File: config.mk
export PLATFORM = sky130hd
export DESIGN_NAME = conv_status_cal
export DESIGN_NICKNAME = d
export VERILOG_FILES = /design/src/hw/cal_pointer.v /design/src/hw/conv_status_cal.v
export VERILOG_INCLUDE_DIRS = /design/src /design/src/hw
export SDC_FILE = /design/constraint.sdc
export NUM_CORES = 1
export LEC_CHECK = 0
export BUFFER_PORTS_ARGS = -buffer_cell sky130_fd_sc_hd__buf_2
export CORE_ASPECT_RATIO = 0.9
export CORE_MARGIN = 4
export CORE_UTILIZATION = 40
export DETAILED_ROUTE_END_ITERATION = 7
export HOLD_SLACK_MARGIN = 0.03
export PLACE_DENSITY = 0.61
export SETUP_SLACK_MARGIN = 0.05
export SLEW_MARGIN = 20
export SYNTH_ARGS = -nofsm -noshare
export SYNTH_HDL_FRONTEND = slang
export SYNTH_SLANG_ARGS = --single-unit
File: constraint.sdc
create_clock -name core_clk_i -period 3.74 [get_ports core_clk_i]
set_clock_uncertainty 0.1 [all_clocks]
set_input_delay 0.748 -clock core_clk_i [delete_from_list [all_inputs] [get_ports core_clk_i]]
set_output_delay 0.748 -clock core_clk_i [all_outputs]
set_load 0.02 [all_outputs]
File: src/hw/conv_regs_defs.vh
// Constants for the converter status and calibration register block
`ifndef CONV_REGS_DEFS_VH
`define CONV_REGS_DEFS_VH

// Register port addresses
`define ADDR_CONTROL      4'h0
`define ADDR_DATA         4'h1
`define ADDR_STATUS       4'h2
`define ADDR_BUSY_CTRL    4'h3

// Control word fields
`define CTL_SGL_BIT       13
`define CTL_CH_HI         12
`define CTL_CH_LO         10
`define CTL_PWR_HI        9
`define CTL_PWR_LO        8
`define CTL_RD_HI         7
`define CTL_RD_LO         6
`define CTL_MODE_BIT      5
`define CTL_CONV_BIT      4
`define CTL_KIND_BIT      3
`define CTL_GRP_HI        2
`define CTL_GRP_LO        1
`define CTL_START_BIT     0

// Read targets
`define RD_STATUS         2'h3
`define RD_CAL            2'h2

// Calibration groups
`define GRP_ALL           2'h0
`define GRP_GAIN_OFS      2'h1
`define GRP_OFS           2'h2
`define GRP_GAIN          2'h3

// Pointer slots
`define PTR_GAIN          4'h0
`define PTR_OFS           4'h1
`define PTR_DAC_LAST      4'h9
`define CAL_COUNT         10

// Reset values
`define STATUS_RESET      16'h0000
`define CAL_RESET         14'h0000

// Conversion and calibration run lengths in cycles
`define CONV_CYCLES       8'h12
`define CAL_CYCLES        8'h40

`endif

File: src/hw/cal_pointer.v
// Calibration register pointer sequencer
`timescale 1ns/1ps
`default_nettype none
`include "conv_regs_defs.vh"

module cal_pointer (
    // Clock and reset
    input  wire       core_clk_i,
    input  wire       srst_i,
    // Control
    input  wire       load_i,
    input  wire [1:0] group_i,
    input  wire       step_i,
    // Pointer
    output reg  [3:0] ptr_o
);

    function [3:0] first_slot;
        input [1:0] grp;
        begin
            first_slot = (grp == `GRP_OFS) ? `PTR_OFS : `PTR_GAIN;
        end
    endfunction

    function [3:0] last_slot;
        input [1:0] grp;
        begin
            if (grp == `GRP_ALL) begin
                last_slot = `PTR_DAC_LAST;
            end else if (grp == `GRP_GAIN_OFS) begin
                last_slot = `PTR_OFS;
            end else begin
                last_slot = first_slot(grp);
            end
        end
    endfunction

    always @(posedge core_clk_i) begin
        if (srst_i) begin
            ptr_o <= `PTR_GAIN;
        end else if (load_i) begin
            ptr_o <= first_slot(group_i);
        end else if (step_i) begin
            if (ptr_o == last_slot(group_i)) begin
                ptr_o <= first_slot(group_i);
            end else begin
                ptr_o <= ptr_o + 4'h1;
            end
        end
    end

endmodule
`default_nettype wire

File: src/hw/conv_status_cal.v
// Converter status word and calibration register access
// What this block does
// - Status word is 16 bits, read only; writes to its address never change it.
// - Status word reads 00C0 after reset; only bits 7..6 are set.
// - Status bit 15 always reads zero.
// - Bit 14 is one while converting or calibrating.
// - Bits 13..10 give single/differential flag and channel bits.
// - Bits 9..8 give the power setting bits.
// - Bits 7 and 6 always read one.
// - Bit 5 shows interface mode; mode bit clears after each read.
// - Bit 3 shows calibration kind: zero self, one system.
// - Bit 0 is one while a calibration runs.
// - Bits 2..1 give the calibration group select.
// - Ten calibration registers: gain, offset, eight DAC.
// - Group select 00 all, 01 gain+offset, 10 offset, 11 gain.
// - Pointer resets on control write and after the last access.
// - Pointer starts at gain, except offset-only starts at offset.
// - Pointer advances after each access made while idle in multi-register groups.
// - An abandoned sequence is reset by the next control write.
// - Calibration reads return two leading zero bits.
// - Start-calibration bit clears when calibration ends.
// - Without start bit, group select only addresses registers.
// - Offset and gain registers: two zeros then 14 data bits.
`timescale 1ns/1ps
`default_nettype none
`include "conv_regs_defs.vh"

module conv_status_cal #(
    parameter [7:0] CONV_LEN = `CONV_CYCLES,
    parameter [7:0] CAL_LEN  = `CAL_CYCLES
) (
    // Clock and reset
    input  wire        core_clk_i,
    input  wire        srst_i,
    // Register port
    input  wire [3:0]  addr_i,
    input  wire [15:0] wdata_i,
    input  wire        wr_i,
    input  wire        rd_i,
    output reg  [15:0] rdata_o,
    // Converter state
    input  wire        sleep_n_i,
    output wire        busy_o,
    output wire        cal_running_o,
    output wire        powered_down_o
);

    localparam [7:0] CONV_N = CONV_LEN;
    localparam [7:0] CAL_N  = CAL_LEN;

    localparam [2:0] ST_IDLE = 3'b001;
    localparam [2:0] ST_CONV = 3'b010;
    localparam [2:0] ST_CAL  = 3'b100;

    // Control fields
    reg        sgl_q;
    reg [2:0]  chan_q;
    reg [1:0]  pwr_q;
    reg [1:0]  rd_target_q;
    reg        mode_q;
    reg        kind_q;
    reg [1:0]  group_q;
    reg        start_q;
    reg [2:0]  state_q;
    reg [7:0]  count_q;
    reg [13:0] cal_mem_q [0:`CAL_COUNT-1];

    wire [3:0] ptr;
    wire       ctl_wr   = wr_i && (addr_i == `ADDR_CONTROL);
    wire       data_wr  = wr_i && (addr_i == `ADDR_DATA);
    wire       data_rd  = rd_i && (addr_i == `ADDR_DATA);
    wire       cal_rd   = data_rd && (rd_target_q == `RD_CAL);
    wire       idle     = (state_q == ST_IDLE);
    // Coefficients are only touched while nothing runs, avoiding a clash with the sequencer
    wire       cal_step = idle && (data_wr || cal_rd);

    cal_pointer u_ptr (
        .core_clk_i (core_clk_i),
        .srst_i     (srst_i),
        .load_i     (ctl_wr),
        .group_i    (ctl_wr ? wdata_i[`CTL_GRP_HI:`CTL_GRP_LO] : group_q),
        .step_i     (cal_step),
        .ptr_o      (ptr)
    );

    assign busy_o         = !idle;
    assign cal_running_o  = (state_q == ST_CAL);
    assign powered_down_o = !sleep_n_i && (pwr_q != 2'h0);

    wire [15:0] status_word = {1'b0,
                               busy_o,
                               sgl_q, chan_q,
                               pwr_q,
                               2'b11,
                               mode_q,
                               1'b0,
                               kind_q,
                               group_q,
                               start_q};

    integer i;

    // Control word and run sequencer
    always @(posedge core_clk_i) begin
        if (srst_i) begin
            sgl_q       <= 1'b0;
            chan_q      <= 3'h0;
            pwr_q       <= 2'h0;
            rd_target_q <= 2'h0;
            mode_q      <= 1'b0;
            kind_q      <= 1'b0;
            group_q     <= 2'h0;
            start_q     <= 1'b0;
            state_q     <= ST_IDLE;
            count_q     <= 8'h00;
        end else begin
            if (rd_i) begin
                mode_q <= 1'b0;
            end
            case (state_q)
                ST_IDLE: begin
                    if (ctl_wr) begin
                        if (wdata_i[`CTL_START_BIT]) begin
                            state_q <= ST_CAL;
                            count_q <= CAL_N;
                        end else if (wdata_i[`CTL_CONV_BIT]) begin
                            state_q <= ST_CONV;
                            count_q <= CONV_N;
                        end
                    end
                end
                ST_CONV: begin
                    if (count_q == 8'h01) begin
                        state_q <= ST_IDLE;
                    end
                    count_q <= count_q - 8'h01;
                end
                ST_CAL: begin
                    if (count_q == 8'h01) begin
                        state_q <= ST_IDLE;
                        start_q <= 1'b0;
                    end
                    count_q <= count_q - 8'h01;
                end
                default: begin
                    state_q <= ST_IDLE;
                end
            endcase
            if (ctl_wr) begin
                sgl_q       <= wdata_i[`CTL_SGL_BIT];
                chan_q      <= wdata_i[`CTL_CH_HI:`CTL_CH_LO];
                pwr_q       <= wdata_i[`CTL_PWR_HI:`CTL_PWR_LO];
                rd_target_q <= wdata_i[`CTL_RD_HI:`CTL_RD_LO];
                mode_q      <= wdata_i[`CTL_MODE_BIT];
                kind_q      <= wdata_i[`CTL_KIND_BIT];
                group_q     <= wdata_i[`CTL_GRP_HI:`CTL_GRP_LO];
                // A start write during a run is ignored so the flag tracks the run
                if (idle) begin
                    start_q <= wdata_i[`CTL_START_BIT];
                end
            end
        end
    end

    // Calibration coefficients
    always @(posedge core_clk_i) begin
        if (srst_i) begin
            for (i = 0; i < `CAL_COUNT; i = i + 1) begin
                cal_mem_q[i] <= `CAL_RESET;
            end
        end else if (data_wr && idle) begin
            cal_mem_q[ptr] <= wdata_i[13:0];
        end
    end

    // Read data, one cycle after the strobe
    always @(posedge core_clk_i) begin
        if (srst_i) begin
            rdata_o <= 16'h0000;
        end else if (rd_i) begin
            if (addr_i == `ADDR_STATUS) begin
                rdata_o <= status_word;
            end else if (addr_i == `ADDR_CONTROL) begin
                rdata_o <= {rd_target_q, 12'h000, busy_o, cal_running_o};
            end else if (data_rd && rd_target_q == `RD_STATUS) begin
                rdata_o <= status_word;
            end else if (cal_rd) begin
                rdata_o <= {2'b00, cal_mem_q[ptr]};
            end else begin
                rdata_o <= 16'h0000;
            end
        end else begin
            rdata_o <= 16'h0000;
        end
    end

endmodule
`default_nettype wire

==> results.yml <==
floorplanning:
  die_y_um: 168.9
  dieArea_mm2: 0.03153
  fp.dieW_um: 186.7
  coreArea_mm2: 0.02816
  pin_count: 44
  initial_utilization_pct: 40.85
  rows: 58
route:
  postRouteAntennaNets: 0
  vias: 6902
  first_pass_iters: 5
  drc: 0
  drt_iter0_markers: 649
  routedWlPerCell_um: 21.59
  wirelength_mm: 26.98
  via_per_inst: 5.522
grt:
  grt_overflow_total: 0
  grt_max_degree: 34
  grt_pass1_wl_mm: 41.92
  antenna_found_initial: 0
  grt_usage_pct: 17.17
  grt_pass1_vias: 7091
logic_synthesis:
  async_reset_ff_share_pct: 0
  synth_seq_area_share_pct: 66.84
  ys.flop_type: "edfxtp_1"
  yosysUniqueCellTypes: 60
  ys_warn_count: 0
  ys_ff_latch: 272
  syn-num-nets: 834
  synth_edf_count: 224
  synth.avg_cell_area_um2: 14.27
  postSynthCellCount: 806
  synth.cell_area_mm2: 0.01150
worst_hold_path:
  hold_end: "kind_q$_SDFFE_PP0N_"
  hold_path.class: "in2reg"
  hold_path_startpoint: "wdata_i[3]"
  holdPathStages: 3
timing:
  hold-worst-slack_ps: 357.4
  final_max_slew_viol_count: 0
  timing.final.ws_setup_ps: 864.6
  setup_tns_ps: 0
  slew_headroom_pct: 37.89
  finalCritPeriodShare_pct: 76.88
  tightestPinTransition_ps: 930.4
  finalSetupViolCount: 0
  fmax_ghz: 0.3478
  rsz0062_at_grt: "no"
  period_needed_ps: 2875
  hold_viol: 0
critical_path:
  worst_setup_path_start_kind: "flop"
  required_ps: 2890
  crit_chain: "nor3b_1 -> inv_1 -> buf_2"
  r2r_slack_ps: 1180
  reg2reg_from: "state_q[0]$_SDFFE_PP1P_"
  end_kind: "output port"
  critPathMaxFanout: 10
  r2r_end: "cal_mem_q[3][13]$_SDFFCE_PN0P_"
  cp_slowest_cell: "nor3b_1"
  worst_r2r_path_depth: 5
  path_class: "reg2out"
  worst_ep_arrival_time_ps: 2030
  max_stage_delay_ps: 660
clocking:
  cts_tree: "built"
  numCtsBuffers: 28
  clk_pin_slew_worst_paths_ps: 60
  htreeDepth: 1
  clock-sinks: 272
  post-cts-setup-buffers: 0
  postCtsHoldBufs: 0
  ctsResizeCount: 0
  insertion_delay_ps: 550
  cts.path.max_buffers: 3
  clockRootBuffer: "clkbuf_16"
layout:
  layout_commonest_cell: "edfxtp_1"
  area_growth_pct: 15.76
  final_cell_mix: "edfxtp_1, nor2_1, nand2_1"
  utilization_pct: 47.28
  antenna_cells: 0
  final_nets: 896
  drive_gt1_share_pct: 25.51
placed_design:
  post-dp-hpwl_mm: 17.88
  place_ws_ps: 486.1
  gp_congestion: 0.8049
  io_buffers: 41
outcome:
  outcome: "complete, no violations"
power:
  seqPwrFrac_pct: 51.2
  switching_share_pct: 19.79
  vdd_drop_max_mv: 0.3676
  clkPwrFrac_pct: 45.9
  p_int_mw: 5.217
  combPwrFrac_pct: 2.9
  leakagePower_nw: 4.560
  powerDensity_mw_per_mm2: 488.5
  switchingPower_mw: 1.287
run:
  drv_cap: 0
registers in the layout, indices dropped and copies added (netlist names), named ones only:
name         cells
rdata_o         16
u_ptr.ptr_o      4
cal_mem_q      224
sgl_q            1
state_q          3
start_q          1
rd_target_q      2
count_q          8
pwr_q            2
chan_q           3
group_q          2
kind_q           1
mode_q           1
worst max-delay path by stage:
stage,cells past startpoint,slack (ps),start,endpoint
2_1_floorplan,7,370,addr_i[1],cal_mem_q[10][0]$_DFFE_PP_
3_3_place_gp,6,500,addr_i[1],cal_mem_q[3][9]$_SDFFCE_PN0P_
3_5_place_dp,6,490,addr_i[1],cal_mem_q[3][12]$_SDFFCE_PN0P_
4_1_cts,3,850,state_q[0]$_SDFFE_PP1P_,busy_o
5_1_grt,3,640,state_q[0]$_SDFFE_PP1P_,busy_o
6_report,3,860,state_q[0]$_SDFFE_PP1P_,busy_o
kinds of logic (layout without fill, tap and decap cells):
family                   after synthesis  after routing  share of synthesized area [%]
flip-flops                           272            272                          66.84
AND/OR/NAND/NOR                      323            323                          13.86
AO/OA/AOI/OAI                         60             60                          3.340
multiplexers                          73             73                          12.59
XOR/XNOR                               6              6                         0.4569
buffers and inverters                 69            153                          2.589
adder cells (fa/ha/maj)                3              3                         0.3264
area by class of cell:
cell class	count	area [um^2]
clock buffers	39	790.8
fillers	2446	14840
multi-input cells	465	3542
repair buffers	79	540.5
inverters	22	82.58
clock inverters	13	216.5
well taps	360	450.4
flip-flops and latches	272	7691
power by group through the flow:
stage | combinational [mW] | clock [mW] | sequential, mW
final | 0.190 | 2.98 | 3.33
after global routing | 0.205 | 3.17 | 3.33
after CTS | 0.193 | 3.03 | 3.33
after detailed placement | 0.192 | 0 | 3.40
after global placement | 0.190 | 0 | 3.39
after floorplan | 0.111 | 0 | 3.38
routing by layer:
layer,global-route usage (%),vias up,wire length [um]
li1,-,3147,-
met1,24.36,3528,11970
met2,28.92,196,13190
met3,2.309,31,1363
met4,3.343,0,456
met5,0,-,0
synth_stat cells, types with 3 or more instances:
cell type / count / share of area [%]
clkbuf_1: 30 / 0.98
a21oi_1: 22 / 0.96
nor2_1: 112 / 3.7
nand4_1: 11 / 0.60
or3_1: 7 / 0.38
mux2i_1: 4 / 0.35
buf_6: 4 / 0.39
a22oi_1: 4 / 0.26
o21ai_0: 10 / 0.44
nor2_2: 17 / 0.92
nor3_1: 13 / 0.57
edfxtp_1: 224 / 58
inv_1: 22 / 0.72
mux4_2: 56 / 11
mux2_2: 13 / 1.3
nand3b_1: 4 / 0.26
nor3b_1: 5 / 0.33
buf_1: 6 / 0.20
xnor2_1: 5 / 0.38
nor2b_1: 3 / 0.16
ha_1: 3 / 0.33
nand2_1: 70 / 2.3
and2_1: 19 / 1.0
o211ai_1: 3 / 0.20
nand3_1: 21 / 0.91
a31oi_1: 3 / 0.16
nand2b_1: 14 / 0.76
nor4_1: 6 / 0.33
dfxtp_1: 48 / 8.4
buf_2: 7 / 0.30
or4_1: 3 / 0.20
stage by stage:
stage          instances  power (mW)  cell area (um^2)
6_report            1250       6.504             13310
5_1_grt             1250       6.710             13310
4_1_cts             1250       6.553             13310
3_5_place_dp        1198       3.587             12310
3_3_place_gp        1198       3.584             12310
2_1_floorplan        806       3.495             11500
worst max-delay path: cells and delay by family, from the launching register on:
kind          cells  cell delay, ps
flops             1             490
simple gates      1             660
buf+inv           2             340
Note: power is estimated with default switching activity, not from simulation.
